### src/shared/swc_pkg.sv
// package for the sleep and wake controller: register map, fields, states
// assumes a byte-wide register port with one-cycle strobes
package swc_pkg;
   // register indices (byte addresses on the plain port)
   localparam logic [7:0] ADDR_SYSTEM_STATE = 8'hA1;
   localparam logic [7:0] ADDR_IO_WAKE_DETECT = 8'hAF;
   localparam logic [7:0] ADDR_WAKE_CONTROL = 8'hC9;
   localparam logic [7:0] ADDR_CLOCK_SLEEP_CONTROL = 8'h80;
   // system_state fields
   localparam int SS_POWER_GOOD = 0;
   localparam int SS_RTC_WAKE = 2;
   localparam int SS_IO_WAKE = 3;
   // io_wake_detect fields
   localparam int WD_PIN_A = 0;
   localparam int WD_PIN_B = 1;
   localparam int WD_PIN_C = 2;
   localparam int WD_PULSE = 3;
   // wake_control fields
   localparam int WC_NO_RESET = 0;
   localparam int WC_PORT0 = 1;
   // clock_sleep_control fields
   localparam int CS_MCU_SEL = 0;
   localparam int CS_SLEEP_LOW = 1;
   localparam int CS_SLEEP_HIGH = 2;
   localparam int CS_LCD_GATE = 3;
   localparam int CS_METER_GATE = 4;
   localparam int CS_OSC_FORCE = 5;
   localparam int CS_PLL_LOCK = 6;
   localparam int CS_METER_SEL = 7;
   // reset values
   localparam logic [7:0] RST_WAKE_CONTROL = 8'h00;
   localparam logic [7:0] RST_CLOCK_SLEEP_CONTROL = 8'h00;
   // wake pin stability: more than 4 osc cycles on each level
   localparam int WAKE_STABLE_CYCLES = 4;
   localparam int NUM_WAKE_PINS = 4;
   // sleep codes
   localparam logic [1:0] CODE_NONE = 2'h0;
   localparam logic [1:0] CODE_DEEP = 2'h2;

   typedef enum logic [1:0] {SWC_OSC, SWC_WORK, SWC_SLEEP, SWC_DEEP} swc_state_t;

   typedef struct packed {
      logic [7:0] addr;
      logic [7:0] wdata;
      logic wr;
      logic rd;
   } swc_bus_req_t;

   typedef struct packed {
      logic rtc;
      logic pulse;
      logic power_recover;
   } swc_events_t;
endpackage

### src/swc_top.sv
// sleep and wake controller: power states, sleep entry, wake sources
// assumes firmware on the register port, events synchronous to mclk_in
// Behaviour
// - two sleep states, sleep and deep sleep, with different wake sources
// - asleep: rtc runs, cpu and memories stop, lcd and meter keep going
// - sleep wakes on io, rtc, energy pulse or power recovery; reset default
// - deep sleep wakes only on io or power recovery; reset by default
// - wake_no_reset set: wake resumes without reset
// - resume clears pll lock, osc force and both sleep code bits
// - enabled wake pin wakes on either edge stable over 4 osc cycles
// - port0 pins wake only when port0_wake_enable is set
// - io wake sets io_wake_flag and detect bits, pins 0 and 1 sharing one bit
// - rtc flag plus pulse flag means pulse wake; rtc alone means rtc
// - sleep code 01 and 11 mean sleep, 10 means deep sleep
// - with pll, meter may sleep too or accumulate a constant
// - pll may keep running with only the mcu asleep
// - quick method reaches sleep only and always stops the pll
// - after reset osc state: regulator on, osc clocks mcu, mcu runs
// - mcu clock select 0 osc, 1 pll; read returns source in use
`timescale 1ns/100ps
module swc_top #(
   parameter int STABLE = swc_pkg::WAKE_STABLE_CYCLES
) (
   input wire logic mclk_in,
   input wire logic rst_n_in,
   input wire swc_pkg::swc_bus_req_t bus_in,
   output logic [7:0] rdata_out,
   input wire logic [3:0] wake_pin_in,
   input wire logic [3:0] wake_pin_enable_in,
   input wire swc_pkg::swc_events_t events_in,
   input wire logic power_good_in,
   input wire logic pll_locked_in,
   output logic [1:0] power_state_out,
   output logic mcu_clock_enable_out,
   output logic mcu_clock_pll_out,
   output logic pll_enable_out,
   output logic meter_clock_enable_out,
   output logic lcd_clock_enable_out,
   output logic rtc_enable_out,
   output logic regulator_enable_out,
   output logic system_reset_out
);
   swc_pkg::swc_state_t state;
   logic [7:0] csc;
   logic [7:0] wctl;
   logic [3:0] detect;
   logic io_flag;
   logic rtc_flag;
   logic pg_sync_a;
   logic pg_sync_b;
   logic [3:0] pin_edge;
   logic [3:0] pin_armed;
   logic [2:0] pin_hit;
   logic io_wake;
   logic sleep_req;
   logic [1:0] code;
   logic asleep;
   logic wake_now;
   logic rtc_wake;
   logic pulse_wake;
   logic do_reset;
   logic reset_pulse;
   logic wr_csc;
   logic [7:0] next_csc;
   logic mcu_src;

   // power good comes from the analog supervisor, so synchronise it
   always_ff @(posedge mclk_in or negedge rst_n_in) begin
      if (!rst_n_in) begin
         pg_sync_a <= 1'b0;
         pg_sync_b <= 1'b0;
      end else begin
         pg_sync_a <= power_good_in;
         pg_sync_b <= pg_sync_a;
      end
   end

   // one filter per wake pin
   genvar gi;
   generate
      for (gi = 0; gi < swc_pkg::NUM_WAKE_PINS; gi++) begin : g_pin
         swc_pin_filter #(.STABLE(STABLE)) u_filt (
            .mclk_in(mclk_in),
            .rst_n_in(rst_n_in),
            .pin_in(wake_pin_in[gi]),
            .edge_out(pin_edge[gi])
         );
      end
   endgenerate

   // pins 2 and 3 are the port0 pins, gated by port0_wake_enable
   always_comb begin
      pin_armed = wake_pin_enable_in;
      if (!wctl[swc_pkg::WC_PORT0]) begin
         pin_armed[2] = 1'b0;
         pin_armed[3] = 1'b0;
      end
   end
   assign pin_hit = {pin_edge[3] & pin_armed[3], pin_edge[2] & pin_armed[2],
                     (pin_edge[1] & pin_armed[1]) | (pin_edge[0] & pin_armed[0])};
   assign io_wake = |pin_hit;

   assign asleep = (state == swc_pkg::SWC_SLEEP) || (state == swc_pkg::SWC_DEEP);
   // only sleep honours rtc and pulse; deep sleep ignores them
   assign rtc_wake = (state == swc_pkg::SWC_SLEEP) && events_in.rtc;
   assign pulse_wake = (state == swc_pkg::SWC_SLEEP) && events_in.pulse;
   assign wake_now = asleep && (io_wake || events_in.power_recover || rtc_wake || pulse_wake);
   assign do_reset = wake_now && !wctl[swc_pkg::WC_NO_RESET];

   // decode sleep request from the new control byte
   assign wr_csc = bus_in.wr && (bus_in.addr == swc_pkg::ADDR_CLOCK_SLEEP_CONTROL);
   assign code = {bus_in.wdata[swc_pkg::CS_SLEEP_HIGH], bus_in.wdata[swc_pkg::CS_SLEEP_LOW]};
   // osc force enters sleep by itself (quick method), even from the pll, since
   // it moves the source to osc on its own; it never reaches deep sleep
   // a plain sleep code needs the osc source written in the same byte
   assign sleep_req = wr_csc && !pg_sync_b &&
                      (bus_in.wdata[swc_pkg::CS_OSC_FORCE] ||
                       (!bus_in.wdata[swc_pkg::CS_MCU_SEL] && (code != swc_pkg::CODE_NONE)));

   // power state machine; firmware writes enter sleep, wake events and pll lock move the rest
   always_ff @(posedge mclk_in or negedge rst_n_in) begin
      if (!rst_n_in) begin
         state <= swc_pkg::SWC_OSC;
      end else begin
         case (state)
            swc_pkg::SWC_OSC, swc_pkg::SWC_WORK: begin
               if (sleep_req) begin
                  if (code == swc_pkg::CODE_DEEP && !bus_in.wdata[swc_pkg::CS_OSC_FORCE]) begin
                     state <= swc_pkg::SWC_DEEP;
                  end else begin
                     state <= swc_pkg::SWC_SLEEP;
                  end
               end else if (mcu_src) begin
                  state <= swc_pkg::SWC_WORK;
               end else begin
                  state <= swc_pkg::SWC_OSC;
               end
            end
            default: begin
               if (do_reset) begin
                  state <= swc_pkg::SWC_OSC;
               end else if (wake_now) begin
                  // resume: to work if mcu_src selects the locked pll, otherwise osc
                  state <= mcu_src ? swc_pkg::SWC_WORK : swc_pkg::SWC_OSC;
               end
            end
         endcase
      end
   end

   // mcu source in use; pll only once locked
   assign mcu_src = csc[swc_pkg::CS_MCU_SEL] && pll_locked_in;

   // control byte: write, osc force side effects, resume clear
   always_comb begin
      next_csc = csc;
      if (wr_csc) begin
         next_csc = bus_in.wdata;
         if (bus_in.wdata[swc_pkg::CS_OSC_FORCE]) begin
            next_csc[swc_pkg::CS_MCU_SEL] = 1'b0; // quick sleep drops the pll
            next_csc[swc_pkg::CS_PLL_LOCK] = 1'b0;
         end
      end
      if (wake_now && !do_reset) begin
         next_csc[swc_pkg::CS_PLL_LOCK] = 1'b0;
         next_csc[swc_pkg::CS_OSC_FORCE] = 1'b0;
         next_csc[swc_pkg::CS_SLEEP_HIGH] = 1'b0;
         next_csc[swc_pkg::CS_SLEEP_LOW] = 1'b0;
      end
   end

   // reset-wake restores defaults, like a system reset
   always_ff @(posedge mclk_in or negedge rst_n_in) begin
      if (!rst_n_in) begin
         csc <= swc_pkg::RST_CLOCK_SLEEP_CONTROL;
      end else if (do_reset) begin
         csc <= swc_pkg::RST_CLOCK_SLEEP_CONTROL;
      end else begin
         csc <= next_csc;
      end
   end

   // wake control survives reset-wakes so the policy holds
   always_ff @(posedge mclk_in or negedge rst_n_in) begin
      if (!rst_n_in) begin
         wctl <= swc_pkg::RST_WAKE_CONTROL;
      end else if (bus_in.wr && bus_in.addr == swc_pkg::ADDR_WAKE_CONTROL) begin
         wctl <= {6'h00, bus_in.wdata[1:0]};
      end
   end

   // wake source flags; set on wake, cleared on next sleep entry
   always_ff @(posedge mclk_in or negedge rst_n_in) begin
      if (!rst_n_in) begin
         io_flag <= 1'b0;
         rtc_flag <= 1'b0;
         detect <= 4'h0;
      end else if (wake_now) begin
         io_flag <= io_wake;
         rtc_flag <= rtc_wake || pulse_wake;
         detect <= {pulse_wake, pin_hit};
      end else if (sleep_req) begin
         io_flag <= 1'b0;
         rtc_flag <= 1'b0;
         detect <= 4'h0;
      end
   end

   // system reset pulse for one cycle after a reset-wake
   always_ff @(posedge mclk_in or negedge rst_n_in) begin
      if (!rst_n_in) begin
         reset_pulse <= 1'b0;
      end else begin
         reset_pulse <= do_reset;
      end
   end

   // register read, data one cycle after the strobe; unmapped reads zero
   always_ff @(posedge mclk_in or negedge rst_n_in) begin
      if (!rst_n_in) begin
         rdata_out <= 8'h00;
      end else if (bus_in.rd) begin
         if (bus_in.addr == swc_pkg::ADDR_SYSTEM_STATE) begin
            rdata_out <= {4'h0, io_flag, rtc_flag, 1'b0, pg_sync_b};
         end else if (bus_in.addr == swc_pkg::ADDR_IO_WAKE_DETECT) begin
            rdata_out <= {4'h0, detect};
         end else if (bus_in.addr == swc_pkg::ADDR_WAKE_CONTROL) begin
            rdata_out <= wctl;
         end else if (bus_in.addr == swc_pkg::ADDR_CLOCK_SLEEP_CONTROL) begin
            rdata_out <= {csc[7:1], mcu_src};
         end else begin
            rdata_out <= 8'h00;
         end
      end else begin
         rdata_out <= 8'h00;
      end
   end

   // outputs; asleep stops the mcu, rtc and regulator stay on
   assign power_state_out = state;
   assign mcu_clock_enable_out = !asleep;
   assign mcu_clock_pll_out = mcu_src && !asleep;
   // pll may stay on through sleep unless osc force dropped it
   assign pll_enable_out = csc[swc_pkg::CS_PLL_LOCK] || csc[swc_pkg::CS_MCU_SEL];
   assign meter_clock_enable_out = !csc[swc_pkg::CS_METER_GATE];
   assign lcd_clock_enable_out = !csc[swc_pkg::CS_LCD_GATE];
   assign rtc_enable_out = 1'b1;
   assign regulator_enable_out = 1'b1;
   assign system_reset_out = reset_pulse;

   // a reset-wake always lands in osc state next cycle
   property p_reset_wake;
      @(posedge mclk_in) disable iff (!rst_n_in)
      do_reset |=> state == swc_pkg::SWC_OSC && system_reset_out;
   endproperty
   a_reset_wake: assert property (p_reset_wake) else $error("reset wake missed");

   property p_deep_ignores;
      @(posedge mclk_in) disable iff (!rst_n_in)
      state == swc_pkg::SWC_DEEP && !io_wake && !events_in.power_recover |=>
         state == swc_pkg::SWC_DEEP;
   endproperty
   a_deep_ignores: assert property (p_deep_ignores) else $error("deep woke wrongly");

   property p_resume_clear;
      @(posedge mclk_in) disable iff (!rst_n_in)
      wake_now && !do_reset |=> csc[6:5] == 2'h0 && csc[2:1] == 2'h0 && !system_reset_out;
   endproperty
   a_resume_clear: assert property (p_resume_clear) else $error("resume not clean");

   property p_no_reset_mode;
      @(posedge mclk_in) disable iff (!rst_n_in)
      wake_now && wctl[0] |=> !system_reset_out;
   endproperty
   a_no_reset_mode: assert property (p_no_reset_mode) else $error("reset in resume");

   property p_port0_gate;
      @(posedge mclk_in) disable iff (!rst_n_in)
      !wctl[1] |-> pin_hit[2:1] == 2'h0;
   endproperty
   a_port0_gate: assert property (p_port0_gate) else $error("port0 woke ungated");

   property p_io_flag;
      @(posedge mclk_in) disable iff (!rst_n_in)
      wake_now && io_wake |=> io_flag && detect[2:0] != 3'h0;
   endproperty
   a_io_flag: assert property (p_io_flag) else $error("io flag missing");

   property p_pulse_flag;
      @(posedge mclk_in) disable iff (!rst_n_in)
      wake_now && pulse_wake |=> rtc_flag && detect[3];
   endproperty
   a_pulse_flag: assert property (p_pulse_flag) else $error("pulse flag missing");

   property p_deep_code;
      @(posedge mclk_in) disable iff (!rst_n_in)
      !asleep && sleep_req && code == 2'h2 && !bus_in.wdata[5] |=> state == swc_pkg::SWC_DEEP;
   endproperty
   a_deep_code: assert property (p_deep_code) else $error("deep code ignored");

   property p_sleep_stops;
      @(posedge mclk_in) disable iff (!rst_n_in)
      asleep |-> !mcu_clock_enable_out && rtc_enable_out;
   endproperty
   a_sleep_stops: assert property (p_sleep_stops) else $error("mcu clock in sleep");

   // osc force while power is not good lands in sleep with the pll stopped
   property p_quick_sleep;
      @(posedge mclk_in) disable iff (!rst_n_in)
      wr_csc && bus_in.wdata[swc_pkg::CS_OSC_FORCE] && !pg_sync_b && !asleep |=>
         state == swc_pkg::SWC_SLEEP && !pll_enable_out;
   endproperty
   a_quick_sleep: assert property (p_quick_sleep) else $error("quick sleep wrong");

   property p_pg_refuse;
      @(posedge mclk_in) disable iff (!rst_n_in)
      wr_csc && pg_sync_b && !asleep |=> !asleep;
   endproperty
   a_pg_refuse: assert property (p_pg_refuse) else $error("slept with power good");

   property p_src_read;
      @(posedge mclk_in) disable iff (!rst_n_in)
      bus_in.rd && bus_in.addr == swc_pkg::ADDR_CLOCK_SLEEP_CONTROL |=>
         rdata_out[swc_pkg::CS_MCU_SEL] == $past(mcu_src);
   endproperty
   a_src_read: assert property (p_src_read) else $error("source readback wrong");

   property p_rtc_wakes;
      @(posedge mclk_in) disable iff (!rst_n_in)
      state == swc_pkg::SWC_SLEEP && events_in.rtc |=> !asleep;
   endproperty
   a_rtc_wakes: assert property (p_rtc_wakes) else $error("rtc did not wake");

   property p_osc_runs;
      @(posedge mclk_in) disable iff (!rst_n_in)
      state == swc_pkg::SWC_OSC |-> mcu_clock_enable_out && regulator_enable_out;
   endproperty
   a_osc_runs: assert property (p_osc_runs) else $error("osc state not running");

   property p_rtc_flag;
      @(posedge mclk_in) disable iff (!rst_n_in)
      wake_now && rtc_wake && !pulse_wake |=> rtc_flag && !detect[3];
   endproperty
   a_rtc_flag: assert property (p_rtc_flag) else $error("rtc flag wrong");
endmodule

### src/swc_pin_filter.sv
// one wake pin: two-flop synchroniser, stability counter, edge detect
// assumes the pin is asynchronous to mclk_in
`timescale 1ns/100ps
module swc_pin_filter #(
   parameter int STABLE = 4
) (
   input wire logic mclk_in,
   input wire logic rst_n_in,
   input wire logic pin_in,
   output logic edge_out
);
   logic sync_a;
   logic sync_b;
   logic stable_lvl;
   logic [7:0] run;
   logic [1:0] fill;

   // first flop feeds only the second
   always_ff @(posedge mclk_in or negedge rst_n_in) begin
      if (!rst_n_in) begin
         sync_a <= 1'b0;
         sync_b <= 1'b0;
      end else begin
         sync_a <= pin_in;
         sync_b <= sync_a;
      end
   end

   // a new level counts only after it outlasts STABLE cycles
   // the resting level is adopted while the synchroniser fills, so a pin
   // that idles high gives no false edge after reset
   always_ff @(posedge mclk_in or negedge rst_n_in) begin
      if (!rst_n_in) begin
         run <= 8'h00;
         stable_lvl <= 1'b0;
         edge_out <= 1'b0;
         fill <= 2'h0;
      end else begin
         edge_out <= 1'b0;
         if (fill != 2'h3) begin
            fill <= fill + 2'h1;
            stable_lvl <= sync_b;
            run <= 8'h00;
         end else if (sync_b == stable_lvl) begin
            run <= 8'h00;
         end else if (run >= 8'(STABLE)) begin
            stable_lvl <= sync_b;
            run <= 8'h00;
            edge_out <= 1'b1;
         end else begin
            run <= run + 8'h01;
         end
      end
   end
endmodule

### config.mk
export PLATFORM = sky130hd
export DESIGN_NAME = swc_top
export DESIGN_NICKNAME = d
export VERILOG_FILES = /design/src/shared/swc_pkg.sv /design/src/swc_top.sv /design/src/swc_pin_filter.sv
export SDC_FILE = /design/constraint.sdc
export NUM_CORES = 1
export LEC_CHECK = 0
export CORE_MARGIN = 3
export CORE_UTILIZATION = 55
export DETAILED_ROUTE_END_ITERATION = 12
export DONT_BUFFER_PORTS = 1
export PLACE_DENSITY = 0.7
export SLEW_MARGIN = 20
export SYNTH_ARGS = -nofsm -noshare
export SYNTH_HDL_FRONTEND = slang
export SYNTH_SLANG_ARGS = --single-unit
### constraint.sdc
create_clock -name mclk_in -period 2.1 [get_ports mclk_in]
set_input_delay 0.105 -clock mclk_in [delete_from_list [all_inputs] [get_ports mclk_in]]
set_output_delay 0.105 -clock mclk_in [all_outputs]
set_load 0.005 [all_outputs]
==> reports/results.ini, run 1 <==
[sta]
fin_crit_sh_pct = 80.9
hold_violations = 0
tightest_slew_ns = 0.528
fin_worst_skew_ns = 0.0139
setup_violations = 0
fin_crit_ns = 1.70
fmax_ghz = 0.589
tns_ns = 0
slew_viol_final = 0
rsz0062_at_grt = no
relSlewSlack_pct = 64.4

[logic_synthesis]
syn_inst = 269
synth_edf_count = 0
synth_simple_gate_area_share_pct = 12.0
netlist.area_leader.share_pct = 63.7
yosysUniqueCellTypes = 45
synthAdderAreaFrac_pct = 4.50
ys_top_cells_by_count = dfrtp_1 (85), inv_1 (24), nor2_1 (24), nand2_1 (14), ha_1 (12)
synth_xor_area_share_pct = 2.10
netlist_area_um2 = 3340
synth-async-reset-ratio_pct = 100
ys.flop_type = dfrtp_1
avgSynthCellArea_um2 = 12.4
netlist_top_cells_area = dfrtp_1 (64%), ha_1 (4.5%), mux2_2 (3.4%)
ys_seq_area_share_pct = 63.7
yosys_warnings = 0
synth_top_family_by_area = simple AND/OR/NAND/NOR gates
muxShareOfSynthArea_pct = 5.47
synth_largest_area_cell = dfrtp_1
synth_seq_cells = 85
synth-compound-area-share_pct = 8.44
synth_most_common_cell = dfrtp_1

[critical_path]
crit_end = detect[2]$_DFFE_PN0P_
reg2reg_depth = 4
worstSetupPathType = reg -> reg
end_kind = register
crit_start = wctl[1]$_DFFE_PN0P_
path_max_fanout = 10
r2r_start = wctl[1]$_DFFE_PN0P_
ff2ff_setup_slack_ns = 0.40
reg2reg_to = detect[2]$_DFFE_PN0P_
arrival_ns = 1.92
worstPathRequired_ns = 2.32
cp-start-kind = register

[clock_tree]
clk_pin_slew_ns = 0.08
clock_sinks = 85
cts_max_path_buffers = 2
clk_latency_ns = 0.35
cts_tree = built
cts_root_buf = clkbuf_8
cts_buffers = 9
cts-htree-levels = 3

[route]
drt_wl_total_mm = 5.96
drc = 0
via_per_inst = 5.26
initialDrtViolationCount = 169
firstDrtPassIters = 4
wl_per_cell_um = 15.0
vias = 2094
antenna_left = 0

[final_layout]
final_util_pct = 69.3
drive_gt1_share_pct = 12.6
final_nets = 366
num-fill-cells = 422
areaGrowthSynthToFinish_pct = 17.9
antenna_cells = 0
fin_cells = 398

[global_routing]
grt_start_max_net_pins = 86
track_usage_pct = 18.6
antenna_found_initial = 0
overflow = 0
grt_first_pass_wirelength_mm = 10.2
grt_pass1_vias = 2137

[floorplan]
initial_utilization_pct = 58.8
die_area_um2 = 7040
pin_count = 51
die_width_um = 83.9
dieHeight_um = 83.9
std_cell_rows = 27
core_um2 = 5680

[placed_design]
hpwl_mm = 3.87
portBuffers = 0
place_congestion = 0.858
placed_cells = 361

[worst_hold_path]
hold_start = events_in[0]
hold_path_class = in -> reg

[power]
vdd_ir_drop_max_uv = 572
power_density_nw_per_um2 = 798
p_leak_nw = 1.82

[run]
maxCapViolations = 0

[run_status]
outcome = completed

metal layers:
metal	share of wire, %	global-route usage (%)	vias to the layer above
li1	-	-	996
met1	44	24.0	1032
met2	50	29.4	57
met3	4.3	4.15	9
met4	1.8	9.50	0
met5	0	0	-
registers in the layout, indices dropped and copies added (netlist names):
signal                   cells
wctl                         2
power_state_out              2
g_pin.u_filt.edge_out        4
io_flag                      1
g_pin.u_filt.fill            8
g_pin.u_filt.sync_b          4
g_pin.u_filt.run            32
pg_sync_a                    1
detect                       4
pg_sync_b                    1
csc                          8
g_pin.u_filt.stable_lvl      4
g_pin.u_filt.sync_a          4
rdata_out                    8
system_reset_out             1
rtc_flag                     1
through the flow:
| step | setup WS [ns] | cell area, um2 | hold WS (ns) | power [mW] |
|---|---|---|---|---|
| after global placement | 0.357 | 3510 | -0.189 | 1.95 |
| final | 0.402 | 3930 | 0.0151 | 3.14 |
| after CTS | 0.434 | 3930 | 0.00590 | 3.16 |
| after detailed placement | 0.356 | 3510 | -0.188 | 1.96 |
| after global routing | 0.261 | 3930 | 0.0109 | 3.28 |
| after floorplan | 0.405 | 3410 | -0.191 | 1.92 |
repair_timing:
item,CTS,global route
setup buffers,0,0
resized for setup,0,0
endpoints found under the hold margin,112,0
hold buffers,21,0
layout by cell type, fill, tap and decap left out, drive strengths merged, types with 7 or more instances in the layout:
cell          n
dfrtp        85
inv          24
nor2         24
conb         22
dlygate4sd3  20
nand2        14
clkbuf       13
ha           12
a21oi        10
mux2         10
nor3          8
mux2i         7
final cells by class:
class                           instances  area, um2  area share [%]
Sequential cell                        85       2130            54.1
Multi-Input combinational cell        175       1170            29.7
Clock inverter                          3       45.0            1.15
Clock buffer                           13        149            3.78
Tap cell                               72       90.1            2.29
Timing Repair Buffer                   26        265            6.74
Inverter                               24       90.1            2.29
report_power, final:
| part | internal (mW) | switching [mW] | leakage, nW |
|---|---|---|---|
| Clock | 0.584 | 0.552 | 0.0899 |
| Combinational | 0.106 | 0.111 | 0.679 |
| Sequential | 1.73 | 0.0535 | 1.05 |
worst max-delay path: stages, from the launching register on:
cell and delay [ns]:
dfrtp_1 0.44, inv_1 0.05, o21ai_0 0.45, o31a_1 0.46
o21ai_0 0.16
how the worst min path moves through the flow:
stage / endpoint / slack, ns / cells past startpoint
6_report: detect[1]$_DFFE_PN0P_ / 0.02 / 2
5_1_grt: detect[1]$_DFFE_PN0P_ / 0.01 / 2
4_1_cts: detect[1]$_DFFE_PN0P_ / 0.006 / 2
3_5_place_dp: g_pin[0].u_filt.fill[0]$_DFFE_PN0N_ / -0.19 / 0
3_3_place_gp: g_pin[0].u_filt.fill[0]$_DFFE_PN0N_ / -0.19 / 0
2_1_floorplan: csc[0]$_DFFE_PN0P_ / -0.19 / 0
cells by family (layout without fill, tap and decap cells):
| kind of cell | after synthesis | count (layout) |
|---|---|---|
| adder cells (fa/ha/maj) | 12 | 12 |
| AND/OR/NAND/NOR | 77 | 77 |
| multiplexers | 17 | 17 |
| other | 2 | 22 |
| AO/OA/AOI/OAI | 39 | 39 |
| XOR/XNOR | 8 | 8 |
| flip-flops | 85 | 85 |
| buffers and inverters | 29 | 66 |
Power figures use the tool's default switching activity.
==> run 2, diff against run 1 <==
ABC_AREA = 1   (was unset)
clock period = 1.64 ns   (was 2.1 ns; I/O delays follow)
==> run 2 against run 1 <==
- the run now ends with negative hold slack left
- via count up 12%
- total power up 28%
- synthesized cell count up 35%
- fmax up 20%
- critical path type unchanged
- largest power group unchanged
==> reports/results.ini, run 2 <==
[logic_synthesis]
ys.flop_type = dfrtp_1
netlist.area_leader.share_pct = 60.9  ; -2.8 points
synth-async-reset-ratio_pct = 100  ; unchanged
yosys_warnings = 0  ; unchanged
syn_inst = 362  ; +35%
synth_seq_cells = 85  ; unchanged
synth_largest_area_cell = dfrtp_1
synth_most_common_cell = dfrtp_1
ys_top_cells_by_count = dfrtp_1 (85), nand2_1 (73), inv_1 (56), nor2_1 (43)
yosysUniqueCellTypes = 26  ; -42%
netlist_area_um2 = 3490  ; +4.6%
avgSynthCellArea_um2 = 9.65  ; -22%
ys_seq_area_share_pct = 60.9  ; -2.8 points
synth_edf_count = 0  ; unchanged
netlist_top_cells_area = dfrtp_1 (61%), nand2_1 (7.8%), inv_1 (6.0%)

[floorplan]
die_area_um2 = 7340  ; +4.3%
dieHeight_um = 85.7  ; +2.1%
initial_utilization_pct = 58.0  ; -0.84 points
die_width_um = 85.7  ; +2.1%
pin_count = 51  ; unchanged
std_cell_rows = 28  ; +3.7%
core_um2 = 6030  ; +6.2%

[power]
vdd_ir_drop_max_uv = 648  ; +13%
swShare_pct = 22.5  ; -0.39 points
totalPowerFinal_mw = 4.01  ; +28%
p_leak_nw = 1.99  ; +9.7%
p_switching_mw = 0.900  ; +26%
seqPwrFrac_pct = 57.2  ; +0.4 points
power_density_nw_per_um2 = 996  ; +25%
clockPowerShare_pct = 35.5  ; -0.7 points
internal-power_mw = 3.11  ; +28%
combPwrFrac_pct = 7.3  ; +0.4 points

[sta]
fmax_ghz = 0.705  ; +20%
fin_crit_ns = 1.42  ; -0.279 ns
fin_worst_skew_ns = 0.0132  ; -0.000714 ns
hold_violations = 85  ; +85
rsz0062_at_grt = no
tns_ns = 0  ; unchanged
slew_viol_final = 0  ; unchanged
fin_crit_sh_pct = 86.5  ; +5.7 points
whs_ns = -0.584  ; -0.599 ns
setup_violations = 0  ; unchanged

[global_routing]
grt_start_max_net_pins = 86  ; unchanged
antenna_found_initial = 0  ; unchanged
grt_first_pass_wirelength_mm = 10.1  ; -0.54%
grt_pass1_vias = 2310  ; +8.1%
overflow = 0  ; unchanged
track_usage_pct = 18.1  ; -0.44 points

[final_layout]
largest_register_ffs = 32  ; unchanged
areaGrowthSynthToFinish_pct = 15.2
antenna_cells = 0  ; unchanged
most-common-layout-cells = dfrtp_1 (85), nand2_1 (73), inv_1 (56)
drive_gt1_share_pct = 8.74  ; -3.8 points
regMostFlops = g_pin.u_filt.run
final_nets = 455  ; +24%
mostFrequentLayoutCell = dfrtp_1
final_util_pct = 66.7  ; -2.6 points

[clock_tree]
cts_setup_buffers = 0  ; unchanged
cts_tree = built
clock_sinks = 85  ; unchanged
clk_pin_slew_ns = 0.08  ; about the same
cts_resized = 0  ; unchanged
clk_latency_ns = 0.35  ; about the same
cts-htree-levels = 3  ; unchanged
cts_root_buf = clkbuf_8
cts_max_path_buffers = 2  ; unchanged
ctsHoldBuffers = 20  ; -4.8%
cts_buffers = 9  ; unchanged

[critical_path]
path_max_fanout = 9  ; -1
cp-start-kind = register
arrival_ns = 1.66  ; -0.26 ns
reg2reg_to = csc[0]$_DFFE_PN0P_
r2r_start = power_state_out[1]$_DFFE_PN0P_
worstSetupPathType = reg -> reg
reg2reg_depth = 5  ; +1
end_kind = register
ff2ff_setup_slack_ns = 0.22  ; -0.18 ns
worstPathRequired_ns = 1.88  ; -0.44 ns

[route]
initialDrtViolationCount = 166  ; -1.8%
firstDrtPassIters = 4  ; unchanged
via_per_inst = 4.83  ; -8.3%
antenna_left = 0  ; unchanged
drc = 0  ; unchanged
vias = 2350  ; +12%
drt_wl_total_mm = 5.93  ; -0.52%
wl_per_cell_um = 12.2  ; -19%

[placed_design]
hpwl_mm = 4.11  ; +6.0%
portBuffers = 0  ; unchanged
place_congestion = 0.911  ; +6.2%

[worst_hold_path]
hold_path_class = in -> async

[run_status]
outcome = finished, violations left
violations = negative hold slack

[run]
maxCapViolations = 0  ; unchanged

==> run 2: power by group through the flow <==
stage	registers, mW	logic, mW	clock network, mW
after detailed placement	2.33	0.248	0
after floorplan	2.31	0.209	0
after global placement	2.33	0.243	0
after global routing	2.30	0.333	1.57
final	2.29	0.292	1.42
after CTS	2.29	0.292	1.46
==> run 2: stage by stage <==
stage / instance area, um2 / setup slack [ns] / instances / hold WS [ns]
after floorplan: 3570 / 0.452 / 382 / -0.214
final: 4020 / 0.221 / 487 / -0.584
after global routing: 4020 / 0.0772 / 487 / -0.607
after global placement: 3630 / 0.304 / 454 / -0.212
after detailed placement: 3630 / 0.253 / 454 / -0.212
after CTS: 4020 / 0.243 / 487 / -0.598
==> run 2: area by class of cell <==
| cell class | instances | area [um2] |
|---|---|---|
| timing repair buffer | 20 | 200 |
| clock buffer | 11 | 151 |
| sequential | 85 | 2130 |
| inverter | 62 | 233 |
| clock inverter | 2 | 35.0 |
| fill | 482 | 2000 |
| multi-input combinational | 232 | 1180 |
| tap | 75 | 93.8 |
==> run 2: logic make-up (layout without fill, tap and decap cells) <==
| logic type | Yosys count | after routing | synth area share, % |
|---|---|---|---|
| AND/OR/NAND/NOR | 157 | 157 | 19.8 |
| flip-flops | 85 | 85 | 60.9 |
| buffers and inverters | 65 | 95 | 7.42 |
| AO/OA/AOI/OAI | 33 | 33 | 5.02 |
| adder cells (fa/ha/maj) | 12 | 12 | 4.30 |
| XOR/XNOR | 4 | 4 | 1.00 |
| multiplexers | 4 | 4 | 1.29 |
| other | 2 | 22 | 0.215 |
==> run 2: metal layers <==
metal  track usage, %  wire, um
met1             22.0      2520
met5                0         0
met3             6.34       465
met4             10.1       136
met2             28.3      2810
==> run 2: critical path: stages, from the launching register on <==
cell and delay (ns):
dfrtp_1 0.51, nand4_1 0.28, nand3_4 0.22, nand2_2 0.12, o211ai_1 0.12, inv_1 0.07
==> run 2: worst max path at each step <==
stage / startpoint / endpoint / slack [ns]
4_1_cts: power_state_out[1]$_DFFE_PN0P_ / csc[0]$_DFFE_PN0P_ / 0.24
6_report: power_state_out[1]$_DFFE_PN0P_ / csc[0]$_DFFE_PN0P_ / 0.22
5_1_grt: power_state_out[1]$_DFFE_PN0P_ / csc[0]$_DFFE_PN0P_ / 0.08
2_1_floorplan: power_state_out[1]$_DFFE_PN0P_ / detect[2]$_DFFE_PN0P_ / 0.45
3_3_place_gp: power_state_out[1]$_DFFE_PN0P_ / csc[0]$_DFFE_PN0P_ / 0.30
3_5_place_dp: power_state_out[1]$_DFFE_PN0P_ / detect[2]$_DFFE_PN0P_ / 0.25
==> run 3, diff against run 2 <==
CORE_ASPECT_RATIO = 0.7   (was unset)
PLACE_DENSITY = 0.73   (was 0.7)
clock period = 1.1 ns   (was 1.64 ns; I/O delays follow)
==> run 3 against run 2 <==
- the run ends with negative hold slack, negative setup slack left
- register-to-register slack got worse by 0.35 ns
- clock power grew 70%
- clock skew shrank 0.0045 ns
- total power rose by 62%
- via count rose by 11%
- fmax rose by 15%
- non-clock buffer count rose by 31
- combinational power grew 120%
==> reports/results.ini, run 3 (synthesis results as in run 2) <==
[power]
p_leak_nw = 2.21  ; +11%
vdd_ir_drop_max_uv = 974  ; +50%
power_density_nw_per_um2 = 1420  ; +43%

[sta]
slew_viol_final = 0  ; unchanged
fmax_ghz = 0.811  ; +15%
whs_ns = -0.604  ; -0.0198 ns
fin_crit_ns = 1.23  ; -0.187 ns
fin_crit_sh_pct = 112  ; +25 points
fin_worst_skew_ns = 0.00872  ; -0.00447 ns
hold_violations = 85  ; unchanged
rsz0062_at_grt = yes
tns_ns = -1.75  ; -1.75 ns
setup_violations = 25  ; +25
fin_ws_ns = -0.132  ; -0.353 ns

[run]
maxCapViolations = 0  ; unchanged

[critical_path]
reg2reg_to = detect[2]$_DFFE_PN0P_
worstPathRequired_ns = 1.37  ; -0.51 ns
cp_top_family = flip-flops
slowest_stage = dfrtp_2
crit_chain = buf_4 > nand2_2 > nand3_4 > inv_4 > nand2_4 > o21ai_2
max_stage_delay_ns = 0.46  ; -0.05 ns
cp-start-kind = register
end_kind = register
arrival_ns = 1.51  ; -0.15 ns
ff2ff_setup_slack_ns = -0.13  ; -0.35 ns
r2r_start = power_state_out[1]$_DFFE_PN0P_
worstSetupPathType = reg -> reg
path_max_fanout = 5  ; -4
reg2reg_depth = 6  ; +1
path_buf_inv = 2  ; +1

[global_routing]
track_usage_pct = 21.0  ; +2.9 points
grt_start_max_net_pins = 86  ; unchanged
antenna_found_initial = 0  ; unchanged
grt_pass1_vias = 2574  ; +11%
overflow = 0  ; unchanged
grt_first_pass_wirelength_mm = 11.8  ; +17%

[final_layout]
mostFrequentLayoutCell = dfrtp_1
drive_gt1_share_pct = 25.6  ; +17 points
largest_register_ffs = 32  ; unchanged
regMostFlops = g_pin.u_filt.run
final_util_pct = 76.7  ; +10 points
areaGrowthSynthToFinish_pct = 30.3
most-common-layout-cells = dfrtp_1 (84), nand2_1 (66), inv_1 (53)
final_nets = 486  ; +6.8%
antenna_cells = 0  ; unchanged
fin_cells = 521  ; +7.0%
num-fill-cells = 363  ; -25%

[run_status]
outcome = finished, violations left
violations = negative hold slack, negative setup slack

[route]
firstDrtPassIters = 4  ; unchanged
vias = 2612  ; +11%
drc = 0  ; unchanged
drt_wl_total_mm = 7.58  ; +28%
initialDrtViolationCount = 189  ; +14%
antenna_left = 0  ; unchanged
via_per_inst = 5.01  ; +3.9%
wl_per_cell_um = 14.6  ; +20%

[worst_hold_path]
hold_path_class = in -> async

[floorplan]
std_cell_rows = 23  ; -18%
pin_count = 51  ; unchanged
core_um2 = 5930  ; -1.6%
die_area_um2 = 7360  ; +0.21%
initial_utilization_pct = 58.9  ; +0.95 points
die_width_um = 101  ; +18%
dieHeight_um = 72.7  ; -15%

[placed_design]
placed_cells = 469  ; +3.3%
place_congestion = 0.880  ; -3.4%
hpwl_mm = 4.45  ; +8.2%
portBuffers = 0  ; unchanged
dp_slack_ns = -0.105  ; -0.358 ns

[clock_tree]
ctsHoldBuffers = 21  ; +5.0%
cts_max_path_buffers = 2  ; unchanged
clock_sinks = 85  ; unchanged
cts_root_buf = clkbuf_8
clk_latency_ns = 0.35  ; about the same
cts_buffers = 9  ; unchanged
cts-htree-levels = 3  ; unchanged
cts_tree = built
clk_pin_slew_ns = 0.09  ; about the same

## run 3: cell count changes in the layout (fill, tap and decap cells not counted), sizes merged
cell and delta:
buf +30, bufinv +1, clkbuf -2, clkinvlp +2, dlygate4sd3 +1, inv +2
## run 3: worst register-to-register path, cell delays in order (launching register included)
cell	delay, ns
dfrtp_2	0.46
buf_4	0.16
nand2_2	0.09
nand3_4	0.13
inv_4	0.12
nand2_4	0.07
o21ai_2	0.14
## run 3: per-stage QoR
step | total power [mW] | cell area (um2)
detailed placement | 3.89 | 3750
finish | 6.48 | 4550
global placement | 3.88 | 3750
floorplan | 3.76 | 3570
CTS | 6.42 | 4350
global route | 6.77 | 4550
## run 3: worst max path at each step
stage / startpoint / to / slack, ns / cells after the start
6_report: power_state_out[1]$_DFFE_PN0P_ / detect[2]$_DFFE_PN0P_ / -0.13 / 6
5_1_grt: power_state_out[1]$_DFFE_PN0P_ / power_state_out[0]$_DFFE_PN0P_ / -0.19 / 7
4_1_cts: power_state_out[1]$_DFFE_PN0P_ / detect[2]$_DFFE_PN0P_ / -0.08 / 7
3_5_place_dp: g_pin[2].u_filt.run[6]$_DFF_PN0_ / g_pin[2].u_filt.stable_lvl$_DFFE_PN0P_ / -0.11 / 6
3_3_place_gp: pg_sync_b$_DFF_PN0_ / rtc_flag$_DFFE_PN0P_ / -0.07 / 4
2_1_floorplan: power_state_out[1]$_DFFE_PN0P_ / detect[2]$_DFFE_PN0P_ / -0.03 / 7
## run 3: area by class of cell
class | instances | area (um2) | share of cell area [%]
clock inverter | 7 | 97.6 | 2.15
multi-input combinational | 232 | 1420 | 31.3
timing repair buffer | 51 | 447 | 9.82
clock buffer | 9 | 124 | 2.72
tap | 75 | 93.8 | 2.06
sequential | 85 | 2130 | 46.8
inverter | 62 | 235 | 5.17
## run 3: layer usage
| layer | vias up | wire length, um | share of wire [%] | global-route usage [%] |
|---|---|---|---|---|
| li1 | 1253 | - | - | - |
| met1 | 1248 | 3020 | 40 | 26.5 |
| met2 | 87 | 3880 | 51 | 34.7 |
| met3 | 24 | 478 | 6.3 | 6.69 |
| met4 | 0 | 204 | 2.7 | 6.78 |
| met5 | - | 0 | 0 | 0 |
## run 3: what timing repair did
| item | in CTS | in global routing |
|---|---|---|
| gates resized for setup | 29 | 38 |
| setup buffers | 9 | 6 |
| pin swaps | 5 | 13 |
| endpoints found under the hold margin | 114 | 85 |
| setup endpoints to repair | 35 | 42 |
## run 3: power breakdown
part	switching (mW)	internal [mW]	total, mW
sequential	0.116	3.32	3.44
combinational	0.369	0.267	0.636
clock	1.12	1.29	2.41
total	1.61	4.88	6.48
